`src/daqio_pkg.sv`:
```
// constants, field positions and carrier types of the acquisition register block
// assumes a single 20 MHz system clock shared by the whole block
package daqio_pkg;
  // timing
  localparam int unsigned CLK_NS      = 50;
  localparam int unsigned ADC_GAP_NS  = 10000;
  localparam int unsigned ADC_GAP_CYC = (ADC_GAP_NS + CLK_NS - 1) / CLK_NS;
  // address window
  localparam logic [9:0] BASE_DEFAULT = 10'h280;
  localparam logic [3:0] OFS_CMD    = 4'h0;
  localparam logic [3:0] OFS_SMPHI  = 4'h1;
  localparam logic [3:0] OFS_CHAN   = 4'h2;
  localparam logic [3:0] OFS_GAIN   = 4'h3;
  localparam logic [3:0] OFS_CTL    = 4'h4;
  localparam logic [3:0] OFS_THR    = 4'h5;
  localparam logic [3:0] OFS_DALO   = 4'h6;
  localparam logic [3:0] OFS_DAHI   = 4'h7;
  localparam logic [3:0] OFS_PA     = 4'h8;
  localparam logic [3:0] OFS_PB     = 4'h9;
  localparam logic [3:0] OFS_PC     = 4'ha;
  localparam logic [3:0] OFS_DIR    = 4'hb;
  localparam logic [3:0] OFS_CT0    = 4'hc;
  localparam logic [3:0] OFS_CT1    = 4'hd;
  localparam logic [3:0] OFS_CT2    = 4'he;
  localparam logic [3:0] OFS_CTCMD  = 4'hf;
  // command bits
  localparam int CMD_STRT = 7;
  localparam int CMD_RSTB = 6;
  localparam int CMD_RSTD = 5;
  localparam int CMD_RSTF = 4;
  localparam int CMD_CLRT = 2;
  localparam int CMD_CLRD = 1;
  localparam int CMD_CLRA = 0;
  // control bits
  localparam int CTL_AINTE = 0;
  localparam int CTL_DINTE = 1;
  localparam int CTL_TINTE = 2;
  localparam int CTL_ADCLK = 4;
  localparam int GAIN_SCAN = 2;
  // direction bits (1 = output)
  localparam int DIR_CL = 0;
  localparam int DIR_B  = 1;
  localparam int DIR_CH = 3;
  localparam int DIR_A  = 4;
  // counter command bits
  localparam int CT_CLR   = 0;
  localparam int CT_LOAD  = 1;
  localparam int CT_EN    = 2;
  localparam int CT_DIS   = 3;
  localparam int CT_LATCH = 6;
  localparam int CT_NO    = 7;
  // sample store
  localparam int unsigned FIFO_DEPTH = 48;
  localparam logic [5:0]  FIFO_LAST  = 6'd47;
  localparam logic [5:0]  FIFO_FULL  = 6'd48;

  typedef struct packed {
    logic [9:0] addr;
    logic       wr;
    logic       rd;
    logic [7:0] wdata;
  } daqio_io_req_t;

  typedef enum logic [1:0] {
    ADC_IDLE = 2'b01,
    ADC_CONV = 2'b10
  } daqio_adc_st_t;
endpackage

```
`src/daqio_regs.sv`:
```
// host register window of the acquisition subsystem: converter control,
// sample store, analog output codes, digital ports, two counters
// assumes host strobes are synchronous one-cycle pulses on clk_sys
//
// Summary of operation
// - decode sixteen byte locations at a configurable base, default 280h
// - 16-bit samples from sixteen channels, stored in a 48-entry queue
// - analog interrupt when queue fill reaches programmed threshold
// - four analog output codes of 12 bits loaded through the window
// - twenty-four digital lines with software-set direction
// - 24-bit pacing counter and separate 16-bit general counter
// - offset 3 writes gain and scan, reads them with status
// - offsets 6 and 7 split analog code writes and status reads
// - offset 4 holds interrupt, transfer, counter control and reads back
// - offsets 8 to 10 port data, offset 11 direction, all readable
// - no response to host accesses while disabled by configuration
// - conversions at most 100 kHz, counter paced, externally triggered or software started
// - offset 0 bits are one-shot triggers; zero bits do nothing
// - board reset clears all but analog outputs, ports to input
`timescale 1ns/10ps
module daqio_regs
  import daqio_pkg::*;
#(
  parameter logic [7:0] REV_CODE = 8'h5a  // arbitrary value
) (
  // clock and reset
  input  wire logic          clk_sys,
  input  wire logic          rst_n,
  // host io bus
  input  daqio_io_req_t      io_req,
  output logic [7:0]         io_rdata,
  output logic               io_rdata_oe,
  // configuration
  input  wire logic          cfg_enable,
  input  wire logic [5:0]    cfg_base,
  // converter
  output logic               adc_start,
  output logic [3:0]         adc_chan,
  output logic [1:0]         adc_gain,
  input  wire logic          adc_done,
  input  wire logic [15:0]   adc_data,
  input  wire logic          ext_trig,
  // analog outputs
  output logic [3:0][11:0]   dac_code,
  output logic [3:0]         dac_update,
  // digital ports
  input  wire logic [23:0]   dio_in,
  output logic [23:0]        dio_out,
  output logic [23:0]        dio_oe,
  // interrupt request
  output logic               irq
);

  logic [3:0]    ofs;
  logic          hit, wr_hit, rd_hit, brd, cmd_wr;
  logic [7:0]    chan_q, gain_q, ctl_q, thr_q, dalo_q, dir_q;
  logic [7:0]    pa_q, pb_q, pc_q;
  logic [23:0]   ct_ld_q, ct_lat_q, ctr0_q;
  logic [15:0]   ctr1_q;
  logic          ct0_en_q, ct1_en_q, tick0, tick1;
  logic [15:0]   fifo_q [FIFO_DEPTH];
  logic [5:0]    wptr_q, rptr_q, fcnt_q;
  logic          push, pop, ovf_q;
  daqio_adc_st_t st_q;
  logic [7:0]    gap_q;
  logic [3:0]    cur_ch_q;
  logic          trig, go;
  logic [2:0]    trg_s_q, dint_s_q;
  logic [23:0]   dio_s1_q, dio_s2_q;
  logic          aint_q, tint_q, dint_q;
  logic [7:0]    rd_d;

  // address decode
  assign ofs    = io_req.addr[3:0];
  assign hit    = cfg_enable && (io_req.addr[9:4] == cfg_base);
  assign wr_hit = hit && io_req.wr;
  assign rd_hit = hit && io_req.rd;
  assign cmd_wr = wr_hit && (ofs == OFS_CMD);
  assign brd    = cmd_wr && io_req.wdata[CMD_RSTB];

  // plain control registers, all cleared by board reset
  always_ff @(posedge clk_sys or negedge rst_n) begin
    if (!rst_n) begin
      chan_q <= 8'h00;
      gain_q <= 8'h00;
      ctl_q  <= 8'h00;
      thr_q  <= 8'h00;
      dalo_q <= 8'h00;
      dir_q  <= 8'h00;
      pa_q   <= 8'h00;
      pb_q   <= 8'h00;
      pc_q   <= 8'h00;
    end else if (brd) begin
      chan_q <= 8'h00;
      gain_q <= 8'h00;
      ctl_q  <= 8'h00;
      thr_q  <= 8'h00;
      dalo_q <= 8'h00;
      dir_q  <= 8'h00;
      pa_q   <= 8'h00;
      pb_q   <= 8'h00;
      pc_q   <= 8'h00;
    end else if (wr_hit) begin
      case (ofs)
        OFS_CHAN: chan_q <= io_req.wdata;
        OFS_GAIN: gain_q <= {5'h00, io_req.wdata[2:0]};
        OFS_CTL:  ctl_q  <= io_req.wdata;
        OFS_THR:  thr_q  <= {2'h0, io_req.wdata[5:0]};
        OFS_DALO: dalo_q <= io_req.wdata;
        OFS_PA:   pa_q   <= io_req.wdata;
        OFS_PB:   pb_q   <= io_req.wdata;
        OFS_PC:   pc_q   <= io_req.wdata;
        OFS_DIR:  dir_q  <= io_req.wdata & 8'h9b;
        default: ;
      endcase
    end
  end

  // analog output codes survive board reset
  always_ff @(posedge clk_sys or negedge rst_n) begin
    if (!rst_n) begin
      dac_code   <= '0;
      dac_update <= 4'h0;
    end else begin
      dac_update <= 4'h0;
      if (cmd_wr && io_req.wdata[CMD_RSTD]) begin
        dac_code   <= '0;
        dac_update <= 4'hf;
      end else if (wr_hit && ofs == OFS_DAHI) begin
        dac_code[io_req.wdata[7:6]]   <= {io_req.wdata[3:0], dalo_q};
        dac_update[io_req.wdata[7:6]] <= 1'b1;
      end
    end
  end

  // digital pins: synchronise, then drive per direction
  always_ff @(posedge clk_sys or negedge rst_n) begin
    if (!rst_n) begin
      dio_s1_q <= 24'h000000;
      dio_s2_q <= 24'h000000;
      dio_out  <= 24'h000000;
      dio_oe   <= 24'h000000;
    end else begin
      dio_s1_q <= dio_in;
      dio_s2_q <= dio_s1_q;
      dio_out  <= {pc_q, pb_q, pa_q};
      dio_oe   <= {{4{dir_q[DIR_CH]}}, {4{dir_q[DIR_CL]}},
                   {8{dir_q[DIR_B]}}, {8{dir_q[DIR_A]}}};
    end
  end

  // counters: 0 paces conversions, 1 is for general use
  assign tick0 = ct0_en_q && (ctr0_q == 24'h000001);
  assign tick1 = ct1_en_q && (ctr1_q == 16'h0001);
  always_ff @(posedge clk_sys or negedge rst_n) begin
    if (!rst_n) begin
      ct_ld_q  <= 24'h000000;
      ct_lat_q <= 24'h000000;
      ctr0_q   <= 24'h000000;
      ctr1_q   <= 16'h0000;
      ct0_en_q <= 1'b0;
      ct1_en_q <= 1'b0;
    end else if (brd) begin
      ct_ld_q  <= 24'h000000;
      ct_lat_q <= 24'h000000;
      ctr0_q   <= 24'h000000;
      ctr1_q   <= 16'h0000;
      ct0_en_q <= 1'b0;
      ct1_en_q <= 1'b0;
    end else begin
      if (tick0) ctr0_q <= ct_ld_q;
      else if (ct0_en_q && ctr0_q != 24'h000000) ctr0_q <= ctr0_q - 24'h000001;
      if (tick1) ctr1_q <= ct_ld_q[15:0];
      else if (ct1_en_q && ctr1_q != 16'h0000) ctr1_q <= ctr1_q - 16'h0001;
      if (wr_hit && ofs == OFS_CT0) ct_ld_q[7:0]   <= io_req.wdata;
      if (wr_hit && ofs == OFS_CT1) ct_ld_q[15:8]  <= io_req.wdata;
      if (wr_hit && ofs == OFS_CT2) ct_ld_q[23:16] <= io_req.wdata;
      if (wr_hit && ofs == OFS_CTCMD) begin
        if (!io_req.wdata[CT_NO]) begin
          if (io_req.wdata[CT_CLR])   ctr0_q   <= 24'h000000;
          if (io_req.wdata[CT_LOAD])  ctr0_q   <= ct_ld_q;
          if (io_req.wdata[CT_EN])    ct0_en_q <= 1'b1;
          if (io_req.wdata[CT_DIS])   ct0_en_q <= 1'b0;
          if (io_req.wdata[CT_LATCH]) ct_lat_q <= ctr0_q;
        end else begin
          if (io_req.wdata[CT_CLR])   ctr1_q   <= 16'h0000;
          if (io_req.wdata[CT_LOAD])  ctr1_q   <= ct_ld_q[15:0];
          if (io_req.wdata[CT_EN])    ct1_en_q <= 1'b1;
          if (io_req.wdata[CT_DIS])   ct1_en_q <= 1'b0;
          if (io_req.wdata[CT_LATCH]) ct_lat_q <= {8'h00, ctr1_q};
        end
      end
    end
  end

  // external trigger and digital interrupt pin synchronisers
  always_ff @(posedge clk_sys or negedge rst_n) begin
    if (!rst_n) begin
      trg_s_q  <= 3'h0;
      dint_s_q <= 3'h0;
    end else begin
      trg_s_q  <= {trg_s_q[1:0], ext_trig};
      dint_s_q <= {dint_s_q[1:0], dio_s2_q[16]};
    end
  end

  // conversion sequencer with minimum spacing
  assign trig = ctl_q[CTL_AINTE]
              ? (ctl_q[CTL_ADCLK] ? (trg_s_q[1] && !trg_s_q[2]) : tick0)
              : (cmd_wr && io_req.wdata[CMD_STRT]);
  assign go   = trig && !brd && (st_q == ADC_IDLE) && (gap_q == 8'h00);
  always_ff @(posedge clk_sys or negedge rst_n) begin
    if (!rst_n) begin
      st_q      <= ADC_IDLE;
      gap_q     <= 8'h00;
      adc_start <= 1'b0;
      cur_ch_q  <= 4'h0;
    end else begin
      adc_start <= go;
      if (gap_q != 8'h00) gap_q <= gap_q - 8'h01;
      if (brd) begin
        st_q     <= ADC_IDLE;
        gap_q    <= 8'h00;
        cur_ch_q <= 4'h0;
      end else begin
        case (st_q)
          ADC_IDLE: if (go) begin
            st_q  <= ADC_CONV;
            gap_q <= 8'(ADC_GAP_CYC - 1);
          end
          ADC_CONV: if (adc_done) begin
            st_q <= ADC_IDLE;
            if (gain_q[GAIN_SCAN])
              cur_ch_q <= (cur_ch_q == chan_q[7:4]) ? chan_q[3:0]
                                                  : cur_ch_q + 4'h1;
          end
          default: st_q <= ADC_IDLE;
        endcase
        // channel write must not stall the sequencer
        if (wr_hit && ofs == OFS_CHAN) cur_ch_q <= io_req.wdata[3:0];
      end
    end
  end
  assign adc_chan = cur_ch_q;
  assign adc_gain = gain_q[1:0];

  // sample queue
  assign push = (st_q == ADC_CONV) && adc_done && !brd;
  assign pop  = rd_hit && ofs == OFS_SMPHI && fcnt_q != 6'd0;
  always_ff @(posedge clk_sys) begin
    if (push && fcnt_q != FIFO_FULL) fifo_q[wptr_q] <= adc_data;
  end
  always_ff @(posedge clk_sys or negedge rst_n) begin
    if (!rst_n) begin
      wptr_q <= 6'd0;
      rptr_q <= 6'd0;
      fcnt_q <= 6'd0;
      ovf_q  <= 1'b0;
    end else if (brd || (cmd_wr && io_req.wdata[CMD_RSTF])) begin
      wptr_q <= 6'd0;
      rptr_q <= 6'd0;
      fcnt_q <= 6'd0;
      ovf_q  <= 1'b0;
    end else begin
      if (push && fcnt_q == FIFO_FULL) ovf_q <= 1'b1;
      if (push && fcnt_q != FIFO_FULL)
        wptr_q <= (wptr_q == FIFO_LAST) ? 6'd0 : wptr_q + 6'd1;
      if (pop) rptr_q <= (rptr_q == FIFO_LAST) ? 6'd0 : rptr_q + 6'd1;
      case ({push && fcnt_q != FIFO_FULL, pop})
        2'b10:   fcnt_q <= fcnt_q + 6'd1;
        2'b01:   fcnt_q <= fcnt_q - 6'd1;
        default: ;
      endcase
    end
  end

  // interrupt flags; a new event beats a clear in the same cycle
  always_ff @(posedge clk_sys or negedge rst_n) begin
    if (!rst_n) begin
      aint_q <= 1'b0;
      tint_q <= 1'b0;
      dint_q <= 1'b0;
      irq    <= 1'b0;
    end else if (brd) begin
      aint_q <= 1'b0;
      tint_q <= 1'b0;
      dint_q <= 1'b0;
      irq    <= 1'b0;
    end else begin
      if (push && fcnt_q != FIFO_FULL && ctl_q[CTL_AINTE]
          && fcnt_q + 6'd1 == thr_q[5:0])
        aint_q <= 1'b1;
      else if (cmd_wr && io_req.wdata[CMD_CLRA]) aint_q <= 1'b0;
      if (tick1 && ctl_q[CTL_TINTE]) tint_q <= 1'b1;
      else if (cmd_wr && io_req.wdata[CMD_CLRT]) tint_q <= 1'b0;
      if (dint_s_q[1] && !dint_s_q[2] && ctl_q[CTL_DINTE]) dint_q <= 1'b1;
      else if (cmd_wr && io_req.wdata[CMD_CLRD]) dint_q <= 1'b0;
      irq <= aint_q || tint_q || dint_q;
    end
  end

  // read data select
  always_comb begin
    rd_d = 8'h00;
    case (ofs)
      OFS_CMD:   rd_d = fifo_q[rptr_q][7:0];
      OFS_SMPHI: rd_d = fifo_q[rptr_q][15:8];
      OFS_CHAN:  rd_d = chan_q;
      OFS_GAIN:  rd_d = {st_q == ADC_CONV, 1'b0, gap_q != 8'h00,
                         dac_update != 4'h0, ovf_q, gain_q[2:0]};
      OFS_CTL:   rd_d = ctl_q;
      OFS_THR:   rd_d = thr_q;
      OFS_DALO:  rd_d = {2'h0, fcnt_q};
      OFS_DAHI:  rd_d = {1'b0, tint_q, dint_q, aint_q, cur_ch_q};
      OFS_PA:    rd_d = dio_s2_q[7:0];
      OFS_PB:    rd_d = dio_s2_q[15:8];
      OFS_PC:    rd_d = dio_s2_q[23:16];
      OFS_DIR:   rd_d = dir_q;
      OFS_CT0:   rd_d = ct_lat_q[7:0];
      OFS_CT1:   rd_d = ct_lat_q[15:8];
      OFS_CT2:   rd_d = ct_lat_q[23:16];
      OFS_CTCMD: rd_d = REV_CODE;
      default:   rd_d = 8'h00;
    endcase
  end
  always_ff @(posedge clk_sys or negedge rst_n) begin
    if (!rst_n) begin
      io_rdata    <= 8'h00;
      io_rdata_oe <= 1'b0;
    end else begin
      io_rdata    <= rd_hit ? rd_d : 8'h00;
      io_rdata_oe <= rd_hit;
    end
  end

  // checks
  a_read_answer: assert property (@(posedge clk_sys) disable iff (!rst_n)
    rd_hit |=> io_rdata_oe) else $error("read not answered");
  a_disabled_silent: assert property (@(posedge clk_sys) disable iff (!rst_n)
    (io_req.rd && !cfg_enable) |=> !io_rdata_oe)
    else $error("answered while disabled");
  a_ofs1_no_write: assert property (@(posedge clk_sys) disable iff (!rst_n)
    (wr_hit && ofs == OFS_SMPHI) |=> $stable(ctl_q) && $stable(chan_q))
    else $error("offset 1 write changed state");
  a_fifo_bound: assert property (@(posedge clk_sys) disable iff (!rst_n)
    fcnt_q <= FIFO_FULL) else $error("queue count beyond depth");
  a_thresh_irq: assert property (@(posedge clk_sys) disable iff (!rst_n)
    (push && !brd && fcnt_q != FIFO_FULL && ctl_q[CTL_AINTE]
     && fcnt_q + 6'd1 == thr_q[5:0])
    |=> aint_q ##1 irq) else $error("threshold flag missing");
  a_board_reset: assert property (@(posedge clk_sys) disable iff (!rst_n)
    brd |=> ctl_q == 8'h00 && dir_q == 8'h00 && fcnt_q == 6'd0
            && $stable(dac_code) ##1 dio_oe == 24'h000000)
    else $error("board reset incomplete");
  a_dac_load: assert property (@(posedge clk_sys) disable iff (!rst_n)
    (wr_hit && ofs == OFS_DAHI && !(cmd_wr))
    |=> dac_code[$past(io_req.wdata[7:6])]
        == {$past(io_req.wdata[3:0]), $past(dalo_q)})
    else $error("analog code not loaded");
  a_ctl_hold: assert property (@(posedge clk_sys) disable iff (!rst_n)
    (wr_hit && ofs == OFS_CTL) |=> ctl_q == $past(io_req.wdata))
    else $error("control not held");
  a_adc_gap: assert property (@(posedge clk_sys) disable iff (!rst_n)
    adc_start |-> gap_q == 8'(ADC_GAP_CYC - 1))
    else $error("conversions too close");
  a_sw_oneshot: assert property (@(posedge clk_sys) disable iff (!rst_n)
    (cmd_wr && !io_req.wdata[CMD_STRT] && !ctl_q[CTL_AINTE]) |=> !adc_start)
    else $error("start without trigger bit");

endmodule // daqio_regs

```
`config.mk`:
```
export PLATFORM = sky130hd
export DESIGN_NAME = daqio_regs
export DESIGN_NICKNAME = d
export VERILOG_FILES = /design/src/daqio_pkg.sv /design/src/daqio_regs.sv
export SDC_FILE = /design/constraint.sdc
export NUM_CORES = 1
export LEC_CHECK = 0
export ABC_AREA = 1
export BUFFER_PORTS_ARGS = -buffer_cell sky130_fd_sc_hd__buf_4
export CAP_MARGIN = 10
export CORE_ASPECT_RATIO = 1.75
export CORE_MARGIN = 2
export CORE_UTILIZATION = 62
export DETAILED_ROUTE_END_ITERATION = 12
export PLACE_DENSITY = 0.8
export SYNTH_ARGS = -nofsm -noshare
export SYNTH_HDL_FRONTEND = slang
export SYNTH_SLANG_ARGS = --single-unit
```
`constraint.sdc`:
```
create_clock -name clk_sys -period 3.65 [get_ports clk_sys]
set_input_delay 0.365 -clock clk_sys [delete_from_list [all_inputs] [get_ports clk_sys]]
set_output_delay 0.365 -clock clk_sys [all_outputs]
set_load 0.02 [all_outputs]
```
==> results.ini <==
[die]
chipWidth_um = 210
die_height_um = 365
coreArea_sq_um = 73800
dieArea_sq_um = 76500
initial_utilization = 0.624
design.portCount = 188
std_cell_rows = 132

[synthesis]
top_cells_by_instance_count_after_synthesis = nand2_1, edfxtp_1, nor2_1
yosys_most_used_dff = edfxtp_1
mappedNetlistArea_sq_um = 46000
syn_nets = 4329
netlist_instances = 4244
synthDominantAreaCellType = edfxtp_1
post_synth_main_area_contributors = edfxtp_1, dfrtp_1, nand2_1, o21ai_0, nor2_1
yosysSeqAreaShare = 0.682
synth_most_common_cell = nand2_1
avgSynthCellArea_sq_um = 10.8
yosys_warnings = 0
synth_enable_flop_cells = 768
synth.top_cell.area_share = 0.501
synthArstFlopShare = 0.302
yosys_register_bits = 1101
ys_types = 55

[critical_path]
cp_data_required_time_ns = 4.22
timing.critical_path.to_type = flop
regToRegSetupSlack_ns = 0.66
critical_path.startpoint_type = flop
setup.worst_path.class = reg2reg
critical_path_fanout_max = 99
cp.arrival_ns = 3.56

[global_routing]
grt_pass1_wl_um = 204000
number_of_global_route_vias_before_repair = 33800
grt_start_max_net_pins = 130
grt_antenna_before_repair = 1
overflow = 0
gr-usage-all-layers = 0.365

[clocking]
postCtsSetupBuffers = 0
tritoncts = built
htree_num_levels = 3
clock_latency_ns = 0.69
clock-sinks = 1101
cts_made_buffers = 91
clkTransAtPathRegs_ns = 0.07
cts.path.max_buffers = 3
hold_fix_buffers_cts = 27
cts-root-buf = clkbuf_16
postCtsResizedCells = 0

[place]
portBuffers = 187
placedCellCount = 5266
post-dp-hpwl_um = 89800
placement.setup.worst_slack_ns = 0.891
gp_routability_congestion = 1.03

[hold_path]
hold_path_class = in2reg

[sta]
final_period_minus_worst_setup_slack_ns = 2.99
clock-skew-final_ns = 0.0279
worst_slew_margin_rel = 0.273
fin_crit_sh = 0.820
achievable-frequency_mhz = 334
finalWorstSetupSlack_ns = 0.658
setup_tns_after_final_layout_ns = 0
finalMaxSlewViolations = 0
finalHoldViolCount = 0
setup_viol = 0
worst-slew-pin-transition_ns = 1.09
rsz0062_at_grt = false

[power_and_ir_drop]
vdd_drop_max_v = 0.000399
p_leak_nw = 20.6
total_power_mw = 27.0
pwr_density_cell_nw_per_um2 = 516

[route]
drt_iter0_markers = 4099
routed_wire_length_per_instance_um = 25.3
route.vias.total = 34400
ant_nets = 0
drc = 0
detailedRoute.firstPassIterationCount = 6
viasPerCell = 6.29
routed_wirelength_um = 138000

[layout]
syn_to_final_growth_pct = 13.5
stdcell_count = 5464
diodes_inserted = 0
post_route_cells_drive_above_1_share = 0.117
final_nets = 4533

[run_status]
status = finished clean

[run]
maxCapViolations = 0

==> logic make-up after synthesis <==
group	Yosys count	synth area share
AND/OR/NAND/NOR	1701	0.151
adder cells (fa/ha/maj)	14	0.00380
flip-flops	1101	0.682
buffers and inverters	449	0.0423
XOR/XNOR	47	0.00894
AO/OA/AOI/OAI	932	0.112
==> critical path, stage by stage (launching register included) <==
cell,delay [ns]
dfrtp_4,0.50
clkinv_8,0.33
buf_12,0.34
o21ai_0,0.23
o22ai_1,0.12
o211ai_1,0.74
nand2_1,0.19
nand2_1,0.12
nor2_1,0.06
nor2_1,0.08
nor2_1,0.05
==> metal layers <==
layer / GRT usage / wire, um / vias to the layer above
li1: - / - / 15100
met1: 0.392 / 43100 / 16400
met2: 0.614 / 67700 / 2268
met3: 0.0653 / 13000 / 626
met4: 0.334 / 14600 / 0
met5: 0 / 0 / -
==> per-stage QoR <==
| stage | utilization | hold WS (ns) | instance area, sq um |
|---|---|---|---|
| 2_1_floorplan | - | 0.0694 | 46000 |
| 3_3_place_gp | 0.659 | 0.332 | 48700 |
| 3_5_place_dp | 0.659 | 0.335 | 48700 |
| 4_1_cts | 0.708 | 0.0159 | 52300 |
| 5_1_grt | 0.708 | 0.0517 | 52300 |
| 6_report | 0.708 | 0.0531 | 52300 |
==> placed cells by master (no fill, tap or decap), types with 10 or more instances in the layout <==
cell / synthesis / layout
nor3_1: 21 / 21
nand2_1: 890 / 890
edfxtp_1: 768 / 768
bufinv_16: 0 / 17
a22oi_1: 29 / 29
a211oi_1: 10 / 10
o22ai_1: 60 / 60
ha_1: 14 / 14
clkbuf_1: 92 / 11
dfrtp_1: 332 / 329
dlygate4sd3_1: 0 / 27
a21oi_1: 284 / 284
inv_1: 188 / 187
o31ai_1: 15 / 15
buf_4: 33 / 306
a22o_1: 14 / 14
clkinv_2: 1 / 12
nor2_1: 492 / 492
o21ai_0: 378 / 378
nand4_1: 23 / 23
clkbuf_16: 0 / 99
o21ai_1: 56 / 55
nand3_1: 229 / 229
clkinv_1: 4 / 17
buf_12: 0 / 13
a221oi_1: 10 / 10
o211ai_1: 47 / 47
inv_2: 20 / 19
xor2_1: 35 / 35
xnor2_1: 12 / 12
==> worst paths after layout <==
kind,endpoint,cells after the start,from
hold / removal,dac_update[2],2,io_req[6]
max in group asynchronous,dio_s2_q[1],3,rst_n
setup / recovery,io_rdata[5],10,rptr_q[0]
min in group asynchronous,dio_s2_q[16],2,rst_n
hold reg to reg,dio_s2_q[7],0,dio_s1_q[7]
setup reg to reg,io_rdata[5],10,rptr_q[0]
==> registers in the layout (all words and copies together), names as in the netlist, 8 cells and up <==
name,cells
ct_ld_q,24
dio_out,24
ct_lat_q,24
ctr1_q,16
chan_q,8
io_rdata,8
dio_s1_q,24
pc_q,8
pa_q,8
dac_code,48
ctl_q,8
fifo_q,768
pb_q,8
ctr0_q,24
dalo_q,8
dio_s2_q,24
gap_q,8
==> where the power goes <==
group	switching, mW	total, mW	internal (mW)
clock	4.60	10.9	6.25
sequential	0.226	13.8	13.6
combinational	1.62	2.31	0.687
total	6.44	27.0	20.5
==> cell type report <==
type                            instances  area, sq um
Multi-Input combinational cell       2694        12700
Clock inverter                         57          766
Sequential cell                      1101        31400
Clock buffer                          114         2570
Inverter                              213          815
Timing Repair Buffer                  347         2840
Fill cell                            5062        21500
Tap cell                              938         1170
(Power assumes the default switching activity.)
